`src/beac_pkg.sv`:
```
// constants, register map and state codes of the byte nvm access controller
// assumes a 125 MHz system clock and an 8-bit special function register port
package beac_pkg;

    // store geometry
    localparam int          NVM_DEPTH       = 64;
    localparam int          NVM_WIDTH       = 8;
    localparam int          NVM_AW          = 6;

    // direct register addresses, {sector, address}
    localparam logic [8:0]  ADDR_LOCATION   = 9'h030;
    localparam logic [8:0]  ADDR_BYTE       = 9'h031;
    localparam logic [8:0]  ADDR_PTR_LOW    = 9'h032;
    localparam logic [8:0]  ADDR_PTR_HIGH   = 9'h033;
    localparam logic [8:0]  ADDR_INDIRECT   = 9'h034;
    // control register seen through the pointer pair, sector 1 address 40h
    localparam logic [15:0] PTR_CONTROL     = 16'h0140;

    // control field positions
    localparam int          CTRL_RD_BIT     = 0;
    localparam int          CTRL_FA_BIT     = 1;
    localparam int          CTRL_WR_BIT     = 2;
    localparam int          CTRL_PA_BIT     = 3;

    // values after reset
    localparam logic [7:0]  RST_LOCATION    = 8'h00;
    localparam logic [7:0]  RST_BYTE        = 8'h00;
    localparam logic [7:0]  RST_PTR         = 8'h00;
    localparam logic [7:0]  RST_RDATA       = 8'h00;

    // timing
    localparam int          CLK_PERIOD_NS   = 8;
    localparam int          SUB_PERIOD_NS   = 30518;
    localparam int          SUB_DIV_CYC     = SUB_PERIOD_NS / CLK_PERIOD_NS;
    localparam int          RD_LAT_CYC      = 2;
    localparam int          WR_SUB_TICKS    = 16;

    typedef enum logic [1:0] {
        BEAC_IDLE  = 2'b00,
        BEAC_READ  = 2'b01,
        BEAC_WRITE = 2'b10
    } beac_state_t;

endpackage : beac_pkg

```
`src/beac_store.sv`:
```
// non-volatile byte store held in flip-flops, one entry per location
// assumes one write strobe per byte; contents are not touched by reset
`timescale 1ns/1ps
module beac_store
    import beac_pkg::*;
#(
    parameter int DEPTH = NVM_DEPTH,
    parameter int WIDTH = NVM_WIDTH,
    parameter int AW    = NVM_AW
) (
    input  wire logic             clk,
    input  wire logic             we,
    input  wire logic [AW-1:0]    addr,
    input  wire logic [WIDTH-1:0] wdata,
    output logic      [WIDTH-1:0] rdata
);

    generate
        if (DEPTH > (1 << AW) || DEPTH < 1) begin : g_bad_depth
            $error("beac_store: depth does not fit the address width");
        end
    endgenerate

    logic [WIDTH-1:0] mem [DEPTH];

    // one entry per location, single byte per access
    genvar i;
    generate
        for (i = 0; i < DEPTH; i++) begin : g_entry
            always_ff @(posedge clk) begin
                if (we && (addr == AW'(i))) begin
                    mem[i] <= wdata;
                end
            end
        end
    endgenerate

    // selected byte
    assign rdata = mem[addr];

endmodule : beac_store

```
`src/beac_top.sv`:
```
// byte nvm access controller: location, byte, pointer and control registers
// assumes the cpu side drives one sfr access per cycle and keeps its own rules
//
// Summary of operation
// - sixty-four byte store reached only through location, byte and control registers.
// - each read or write moves one byte at the selected location.
// - location register keeps six bits, resets zero, upper two read zero.
// - byte register is eight-bit read-write, resets to zero.
// - write start launches only if program allow was already set.
// - write start stays one during the write, clears itself at the end.
// - read start launches only if fetch allow was already set.
// - read start clears at end with fetched byte in byte register.
// - fetched byte stays unchanged until the next read or write.
// - write duration timed by a sub clock timer, not the cpu clock.
// - write end sets the nvm flag and the multi-function flag.
// - vector only with all three enables set and stack not full.
// - servicing clears only the multi-function flag; software clears nvm flag.
// - reset clears all control bits and the pointer high byte.
`timescale 1ns/1ps
module beac_top
    import beac_pkg::*;
#(
    parameter int SUB_DIV   = SUB_DIV_CYC,
    parameter int WR_TICKS  = WR_SUB_TICKS
) (
    input  wire logic       clk,
    input  wire logic       srst,
    input  wire logic [8:0] sfr_addr,
    input  wire logic       sfr_wr,
    input  wire logic       sfr_rd,
    input  wire logic [7:0] sfr_wdata,
    output logic      [7:0] sfr_rdata,
    input  wire logic       global_irq_enable,
    input  wire logic       nvm_irq_enable,
    input  wire logic       mf_irq_enable,
    input  wire logic       stack_full,
    input  wire logic       irq_service,
    input  wire logic       nvm_irq_flag_clr,
    output logic            nvm_irq_flag,
    output logic            mf_irq_flag,
    output logic            irq_vector_req,
    output logic            nvm_busy
);

    generate
        if (SUB_DIV < 2 || SUB_DIV > 65536) begin : g_bad_div
            $error("beac_top: sub clock divider out of range");
        end
        if (WR_TICKS < 1 || WR_TICKS > 65535) begin : g_bad_ticks
            $error("beac_top: write tick count out of range");
        end
    endgenerate

    beac_state_t st_r, st_nxt;
    logic [15:0] cnt_r, cnt_nxt;
    logic [15:0] div_r, div_nxt;
    logic        sub_tick;
    logic [5:0]  location_r, location_nxt;
    logic [7:0]  byte_r, byte_nxt;
    logic [7:0]  ptr_low_r, ptr_low_nxt;
    logic [7:0]  ptr_high_r, ptr_high_nxt;
    logic        pa_r, pa_nxt;
    logic        wr_start_r, wr_start_nxt;
    logic        fa_r, fa_nxt;
    logic        rd_start_r, rd_start_nxt;
    logic        nvm_flag_r, nvm_flag_nxt;
    logic        mf_flag_r, mf_flag_nxt;
    logic [7:0]  rdata_r, rdata_nxt;
    logic        ctrl_sel;
    logic        ctrl_wr;
    logic        wr_done;
    logic        rd_done;
    logic        mem_we;
    logic [7:0]  mem_rdata;
    logic [7:0]  ctrl_val;

    // free running sub clock enable, the write timer's own time base
    always_comb begin
        div_nxt  = div_r + 16'h0001;
        sub_tick = (div_r == 16'(SUB_DIV - 1));
        if (sub_tick) begin
            div_nxt = 16'h0000;
        end
    end

    always_ff @(posedge clk) begin
        if (srst) begin
            div_r <= 16'h0000;
        end else begin
            div_r <= div_nxt;
        end
    end

    // control register decode through the pointer pair
    assign ctrl_sel = ({ptr_high_r, ptr_low_r} == PTR_CONTROL);
    assign ctrl_wr  = sfr_wr && (sfr_addr == ADDR_INDIRECT) && ctrl_sel;
    assign ctrl_val = {4'h0, pa_r, wr_start_r, fa_r, rd_start_r};

    // end of cycle conditions
    assign wr_done  = (st_r == BEAC_WRITE) && sub_tick
                      && (cnt_r == 16'(WR_TICKS - 1));
    assign rd_done  = (st_r == BEAC_READ) && (cnt_r == 16'(RD_LAT_CYC - 1));
    assign mem_we   = wr_done;

    // sequencer and register next values
    always_comb begin
        st_nxt       = st_r;
        cnt_nxt      = cnt_r;
        location_nxt = location_r;
        byte_nxt     = byte_r;
        ptr_low_nxt  = ptr_low_r;
        ptr_high_nxt = ptr_high_r;
        pa_nxt       = pa_r;
        wr_start_nxt = wr_start_r;
        fa_nxt       = fa_r;
        rd_start_nxt = rd_start_r;
        if (sfr_wr && sfr_addr == ADDR_LOCATION) begin
            location_nxt = sfr_wdata[5:0];
        end
        if (sfr_wr && sfr_addr == ADDR_BYTE) begin
            byte_nxt = sfr_wdata;
        end
        if (sfr_wr && sfr_addr == ADDR_PTR_LOW) begin
            ptr_low_nxt = sfr_wdata;
        end
        if (sfr_wr && sfr_addr == ADDR_PTR_HIGH) begin
            ptr_high_nxt = sfr_wdata;
        end
        if (ctrl_wr) begin
            pa_nxt = sfr_wdata[CTRL_PA_BIT];
            fa_nxt = sfr_wdata[CTRL_FA_BIT];
        end
        case (st_r)
            BEAC_IDLE: begin
                cnt_nxt = 16'h0000;
                if (ctrl_wr && sfr_wdata[CTRL_WR_BIT] && pa_r) begin
                    wr_start_nxt = 1'b1;
                    st_nxt       = BEAC_WRITE;
                end else if (ctrl_wr && sfr_wdata[CTRL_RD_BIT] && fa_r) begin
                    rd_start_nxt = 1'b1;
                    st_nxt       = BEAC_READ;
                end
            end
            BEAC_READ: begin
                cnt_nxt = cnt_r + 16'h0001;
                if (rd_done) begin
                    byte_nxt     = mem_rdata;
                    rd_start_nxt = 1'b0;
                    st_nxt       = BEAC_IDLE;
                end
            end
            BEAC_WRITE: begin
                wr_start_nxt = 1'b1;
                if (sub_tick) begin
                    cnt_nxt = cnt_r + 16'h0001;
                end
                if (wr_done) begin
                    wr_start_nxt = 1'b0;
                    st_nxt       = BEAC_IDLE;
                end
            end
            default: begin
                st_nxt       = BEAC_IDLE;
                wr_start_nxt = 1'b0;
                rd_start_nxt = 1'b0;
            end
        endcase
    end

    always_ff @(posedge clk) begin
        if (srst) begin
            st_r       <= BEAC_IDLE;
            cnt_r      <= 16'h0000;
            location_r <= RST_LOCATION[5:0];
            byte_r     <= RST_BYTE;
            ptr_low_r  <= RST_PTR;
            ptr_high_r <= RST_PTR;
            pa_r       <= 1'b0;
            wr_start_r <= 1'b0;
            fa_r       <= 1'b0;
            rd_start_r <= 1'b0;
        end else begin
            st_r       <= st_nxt;
            cnt_r      <= cnt_nxt;
            location_r <= location_nxt;
            byte_r     <= byte_nxt;
            ptr_low_r  <= ptr_low_nxt;
            ptr_high_r <= ptr_high_nxt;
            pa_r       <= pa_nxt;
            wr_start_r <= wr_start_nxt;
            fa_r       <= fa_nxt;
            rd_start_r <= rd_start_nxt;
        end
    end

    // write-done flags, set wins over clear
    always_comb begin
        nvm_flag_nxt = (nvm_flag_r && !nvm_irq_flag_clr) || wr_done;
        mf_flag_nxt  = (mf_flag_r && !irq_service) || wr_done;
    end

    always_ff @(posedge clk) begin
        if (srst) begin
            nvm_flag_r <= 1'b0;
            mf_flag_r  <= 1'b0;
        end else begin
            nvm_flag_r <= nvm_flag_nxt;
            mf_flag_r  <= mf_flag_nxt;
        end
    end

    // registered read port, upper location bits read zero
    always_comb begin
        rdata_nxt = rdata_r;
        if (sfr_rd) begin
            case (sfr_addr)
                ADDR_LOCATION: rdata_nxt = {2'b00, location_r};
                ADDR_BYTE:     rdata_nxt = byte_r;
                ADDR_PTR_LOW:  rdata_nxt = ptr_low_r;
                ADDR_PTR_HIGH: rdata_nxt = ptr_high_r;
                ADDR_INDIRECT: rdata_nxt = ctrl_sel ? ctrl_val : 8'h00;
                default:       rdata_nxt = 8'h00;
            endcase
        end
    end

    always_ff @(posedge clk) begin
        if (srst) begin
            rdata_r <= RST_RDATA;
        end else begin
            rdata_r <= rdata_nxt;
        end
    end

    beac_store #(
        .DEPTH (NVM_DEPTH),
        .WIDTH (NVM_WIDTH),
        .AW    (NVM_AW)
    ) u_store (
        .clk   (clk),
        .we    (mem_we),
        .addr  (location_r),
        .wdata (byte_r),
        .rdata (mem_rdata)
    );

    // outputs
    assign sfr_rdata      = rdata_r;
    assign nvm_irq_flag   = nvm_flag_r;
    assign mf_irq_flag    = mf_flag_r;
    assign nvm_busy       = (st_r != BEAC_IDLE);
    assign irq_vector_req = mf_flag_r && nvm_flag_r && global_irq_enable
                            && nvm_irq_enable && mf_irq_enable && !stack_full;
endmodule : beac_top

```
`config.mk`:
```
export PLATFORM = sky130hd
export DESIGN_NAME = beac_top
export DESIGN_NICKNAME = d
export VERILOG_FILES = /design/src/beac_pkg.sv /design/src/beac_store.sv /design/src/beac_top.sv
export SDC_FILE = /design/constraint.sdc
export NUM_CORES = 1
export LEC_CHECK = 0
export BUFFER_PORTS_ARGS = -buffer_cell sky130_fd_sc_hd__buf_2
export CAP_MARGIN = 5
export CORE_MARGIN = 3
export CORE_UTILIZATION = 30
export CTS_BUF_LIST = sky130_fd_sc_hd__clkbuf_16
export DETAILED_ROUTE_END_ITERATION = 7
export GPL_TIMING_DRIVEN = 1
export PLACE_DENSITY_LB_ADDON = 0.3
export SYNTH_ARGS = -nofsm -noshare
export SYNTH_HDL_FRONTEND = slang
export SYNTH_SLANG_ARGS = --single-unit
```
`constraint.sdc`:
```
create_clock -name clk -period 4 [get_ports clk]
set_input_delay 0 -clock clk [delete_from_list [all_inputs] [get_ports clk]]
set_output_delay 0 -clock clk [all_outputs]
set_load 0.01 [all_outputs]
```
; ---- Word-level counts from Yosys, hierarchy flattened
; Memories as Yosys holds them, arrays and structs flattened. A register that Yosys moved wholly into a read port is not among the register bits.
; Index checks and enable logic that the tools add are counted.
[totals]
ff_bits = 78
ram_bits = 512
inputBits = 27
out_inout_bits = 12
word_cells = 599
memories = 1
[memory_table]
columns = memory, depth, word_bits, read_ports, rd_ports_with_merged_regs, wr, line
row1 = u_store.mem, 64, 8, 1, 1, 1, beac_store.sv:24  ; logic [WIDTH-1:0] mem [DEPTH];
[op_classes]
add_sub_neg = 2
n_eq_ne = 81
mux = 338
bitwise_logic = 2
n_reduce_logical = 161
[op_table]
columns = op, n
row1 = 8-bit 2-to-1 mux, 66
row2 = 8-bit OR reduction, 63
row3 = 6-bit 2-to-1 mux, 65
row4 = 1-bit 2-to-1 mux, 196
row5 = 6-bit == test (second input constant), 32
row6 = 6-bit by 5-bit == test with 1-bit output (second input constant), 16
row7 = 1-bit logical AND, 84
row8 = 6-bit by 4-bit == test with 1-bit output (second input constant), 8
row9 = 16-bit case mux with 3 select lines, 1
row10 = 9-bit by 6-bit == test with 1-bit output (second input constant), 5
row11 = 8-bit case mux with 5 select lines, 1
row12 = 16-bit by 1-bit adder with 16-bit output (second input constant), 2
row13 = 6-bit by 3-bit == test with 1-bit output (second input constant), 4
row14 = 16-bit by 1-bit == test with 1-bit output (second input constant), 1
row15 = 16-bit by 12-bit == test with 1-bit output (second input constant), 1
row16 = 16-bit by 4-bit == test with 1-bit output (second input constant), 1
row17 = 16-bit by 9-bit == test with 1-bit output (second input constant), 1
row18 = 16-bit 2-to-1 mux, 1
row19 = 6-bit by 2-bit == test with 1-bit output (second input constant), 2
row20 = 2-bit inequality test (second input constant), 5
row21 = 2-bit 2-to-1 mux, 4
row22 = 6-bit by 1-bit == test with 1-bit output (second input constant), 1
row23 = 6-bit zero test, 1
row24 = 1-bit case mux with 3 select lines, 2
row25 = 16 further kinds, 21

; ---- Longest topological paths before layout
[depth]
word_depth = 70
mapped_depth = 10
depth_no_buf = 8

; ---- By module
; From an unflattened synthesis, not the netlist that was laid out.
[unflattened]
hier_cells = 1295
area_unflattened_um2 = 23366.2
[modules_own_cells]
columns = module, n_inst, cells_per_inst, area_each_um2, seq_area_each_um2
row1 = beac_store, 1, 894, 19645.1, 15374.7
row2 = beac_top, 1, 401, 3721.1, 1561.5

; ---- Worst setup path before layout
; No wires, ideal clock.
[synth_timing]
path_type = flip-flop to flip-flop
startpoint = register div_r[0]
endpoint = memory u_store.mem[11][0] in the netlist's numbering, enable pin
setup_ps = 370
t_arrival_ps = 2455
required_time_ps = 3630
setup_slack_ps = 1175
path_stages_with_launch = 9
n_path_buf = 2
synth_period_minus_slack_ps = 2825
cell_sequence = dfxtp_1 > ha_1 > nor4b_2 > nand4_2 > or4b_4 > or3_1 > buf_2 > buf_6 > nor2_1
[synth_via]
elab_chain_cells = 70
word_cells_on_any_way = 384
cone_classes = eq/ne: 1 / mux: 254 / reduce/logical: 129
[synth_rtl]
columns = element, line
row1 = start: declaration, beac_top.sv:56  ; logic [15:0] div_r, div_nxt;
row2 = start signal: assignment, beac_top.sv:90  ; div_r <= div_nxt;
row3 = 16-bit by 12-bit == test with 1-bit output *, beac_top.sv:80  ; sub_tick = (div_r == 16'(SUB_DIV - 1));
row4 = 1-bit logical AND *, beac_top.sv:100  ; assign wr_done = (st_r == BEAC_WRITE) && sub_tick
row5 = 1-bit logical AND *, beac_top.sv:101  ; && (cnt_r == 16'(WR_TICKS - 1));
row6 = 1-bit logical AND, beac_store.sv:31  ; if (we && (addr == AW'(i))) begin
row7 = 1-bit 2-to-1 mux, beac_store.sv:31
row8 = 1-bit 2-to-1 mux (implied by the code), beac_store.sv:32  ; mem[i] <= wdata;
row9 = 8-bit OR reduction (no source line), n/a
row10 = 6-bit 2-to-1 mux (no source line) or 1-bit 2-to-1 mux (tied branches) (63 in a row), n/a
row11 = end: declaration, beac_store.sv:24
; Every way passes the cells marked *; elsewhere a longest branch is shown, timed or not.

; ---- Final worst setup path
[layout_timing]
startpoint = register div_r[0]
endpoint = memory u_store.mem[7][2] in the netlist's numbering, enable pin
; The elaborated chain is that of the path after synthesis.

==> results.py <==
metrics = {
    "outcome": {
        "status": "completed",
    },
    "finish": {
        "final_common_cell": "edfxtp_1",
        "final_cell_count_no_fill": 2568,
        "final_util": 0.357,
        "layout-drive-gt1-share": 0.226,
        "final_cell_mix": "edfxtp_1 (512), nor2_1 (132), mux2i_1 (124), mux4_2 (113), buf_4 (75)",
        "synthToLayoutAreaGrowth_pct": 17.3,
        "final_nets": 1511,
        "antennaDiodeCount": 0,
        "fill_cells": 7376,
    },
    "clock_network": {
        "cts_buffer_depth": 3,
        "cts_resized": 0,
        "clock_sinks": 596,
        "cts_tree": "yes",
        "cts_setup_buffers": 0,
        "insertion_delay_ns": 0.63,
        "h-tree-depth": 2,
        "cts_root_buf": "clkbuf_16",
        "path_clk_slew_ns": 0.06,
        "ctsHoldBuffers": 20,
        "cts_inserted_buffers": 61,
    },
    "route": {
        "dr_wl_met2_mm": 27.7,
        "drtIter0Drc": 955,
        "route.met3.wl_mm": 3.92,
        "dr.pass1.iters": 5,
        "drc_errors": 0,
        "final_antenna_net_count": 0,
        "highest_layer": "met5",
        "route.detailed.wl_per_inst_um": 22.5,
        "finalWirelength_mm": 57.9,
        "drt-met1-wl_mm": 24.6,
        "viasPerCell": 4.87,
        "via_count": 12503,
    },
    "global_route": {
        "antenna_found_initial": 3,
        "first_global_vias": 13099,
        "grt_overflow": 0,
        "grtUsageTotal": 0.141,
        "grt_max_degree": 66,
        "grt_pass1_wl_mm": 86.3,
    },
    "pwr": {
        "total_leakage_power_nw": 9.86,
        "power.density_nw_per_um2": 448,
        "max-vdd-ir-drop_uv": 386,
    },
    "yosys": {
        "ys_ff_latch": 596,
        "syn-cell-area_um2": 23700,
        "ys_types": 53,
        "async_flop_share": 0,
        "synth_nets": 1382,
        "synth_edf_count": 512,
        "ys_seq_area_frac": 0.720,
        "yosysWarnings": 0,
        "synthFlopType": "edfxtp_1",
        "avgSynthCellArea_um2": 17.6,
        "syn_inst": 1347,
    },
    "job": {
        "max_cap_viol_count": 0,
    },
    "setup_path": {
        "cp-endpoint": "u_store.mem[7][2]",
        "cp-start-kind": "flip-flop",
        "cp_top_family": "simple AND/OR/NAND/NOR gates",
        "crit_chain": "ha_1, nor4b_2, nand4_2, or4b_4, or3_1, nor2_1",
        "crit_buf_inv": 0,
        "slowest_stage": "nor2_1",
        "reg2reg_to": "u_store.mem[7][2]",
        "path_depth": 6,
        "cp.required_ns": 4.25,
        "r2r-start": "div_r[0]",
        "endpoint_kind": "flip-flop",
        "cpPeakStageDelay_ns": 0.65,
        "r2r_cells": 6,
        "critPathArrivalTime_ns": 3.63,
        "critPathKind": "reg -> reg",
        "crit_path_max_fanout": 12,
        "reg2reg_slack_ns": 0.62,
        "cp-startpoint": "div_r[0]",
    },
    "sta": {
        "worstMarginPinSlew_ns": 1.07,
        "max_freq_mhz": 296,
        "setup-tns-final_ns": 0,
        "setup_viol": 0,
        "relSlewSlack": 0.285,
        "holdWs_ns": 0.0616,
        "grt_setup_unrepaired": "no",
        "hold_violations": 0,
        "finalCriticalPeriod_ns": 3.38,
        "finalWorstSetupSlack_ns": 0.620,
        "post-route-period-util": 0.845,
        "skew_ns": 0.0223,
        "drv_slew": 0,
    },
    "floorplanning": {
        "coreArea_um2": 77800,
        "start_util": 0.304,
        "die_w_um": 287,
        "rows": 102,
        "dieArea_um2": 82300,
        "die_h_um": 287,
        "io_pins": 39,
    },
    "hold_path": {
        "worst_hold_path_type": "in -> reg",
    },
    "placed_design": {
        "dp_worst_setup_slack_ns": 0.622,
        "hpwl_mm": 36.7,
        "place_inst": 2433,
        "place_congestion": 0.875,
        "port_buffers": 38,
    },
}
## registers in the layout, summed over array words and instances, names as in the netlist, named ones only
name and cells:
u_store.mem 512, cnt_r 16, div_r 16, byte_r 8
ptr_high_r 8, ptr_low_r 8, sfr_rdata 8, location_r 6
st_r 2, fa_r 1, mf_irq_flag 1, nvm_irq_flag 1
pa_r 1, rd_start_r 1, wr_start_r 1
## synth_stat cells, types with 17 or more instances
cell type    n  area share
nand2_1     36      0.0057
clkbuf_1    38      0.0060
xor2_1      22      0.0081
nor2_1     132       0.021
o22ai_1     17      0.0045
a21oi_1     27      0.0057
mux4_2     113        0.11
buf_2       26      0.0055
edfxtp_1   512        0.65
mux2i_1    124       0.052
dfxtp_1     84       0.071
nand3_1     28      0.0059
## layout make-up
type	count	area, um^2	share of cell area
Sequential cell	596	17100	0.615
Timing Repair Buffer	139	1070	0.0386
Tap cell	1040	1300	0.0468
Clock inverter	53	478	0.0172
Clock buffer	62	1550	0.0558
Multi-Input combinational cell	666	6260	0.225
Inverter	12	45.0	0.00162
## worst min-delay path, cell delays in order
cell and delay [ns]:
buf_2 0.09, and4b_1 0.34, nand3_1 0.15, a21oi_1 0.06
## power by group
part | switching (mW) | leakage (nW) | internal, mW
registers | 0.00633 | 6.33 | 6.65
logic | 0.0425 | 2.47 | 0.0326
clock network | 2.40 | 1.06 | 3.33
total | 2.45 | 9.86 | 10.0
## worst min path at each step
stage	start	end	slack [ns]	cells past startpoint
3_3_place_gp	stack_full	irq_vector_req	0.23	3
6_report	sfr_addr[2]	sfr_rdata[7]	0.06	4
4_1_cts	sfr_addr[2]	sfr_rdata[7]	0.008	4
2_1_floorplan	stack_full	irq_vector_req	0.05	1
3_5_place_dp	stack_full	irq_vector_req	0.24	3
5_1_grt	sfr_addr[2]	sfr_rdata[6]	0.11	4
## layer usage
metal | vias up | track usage
met3 | 99 | 0.0362
met5 | - | 0
li1 | 5623 | -
met4 | 6 | 0.0490
met1 | 6442 | 0.185
met2 | 333 | 0.227
## per-stage QoR
stage / power [mW] / instance area [um^2]
after CTS: 12.6 / 27800
after global placement: 6.85 / 25600
final: 12.5 / 27800
after floorplan: 6.82 / 23700
after detailed placement: 6.85 / 25600
after global routing: 12.9 / 27800
## cells by family (layout without fill, tap and decap cells)
logic type,after synthesis,count (layout),share of synthesized area
flip-flops,596,596,0.720
adder cells (fa/ha/maj),8,8,0.00423
multiplexers,239,239,0.161
AO/OA/AOI/OAI,126,126,0.0356
AND/OR/NAND/NOR,267,267,0.0541
XOR/XNOR,26,26,0.00962
buffers and inverters,85,266,0.0153
(Power assumes the default switching activity.)
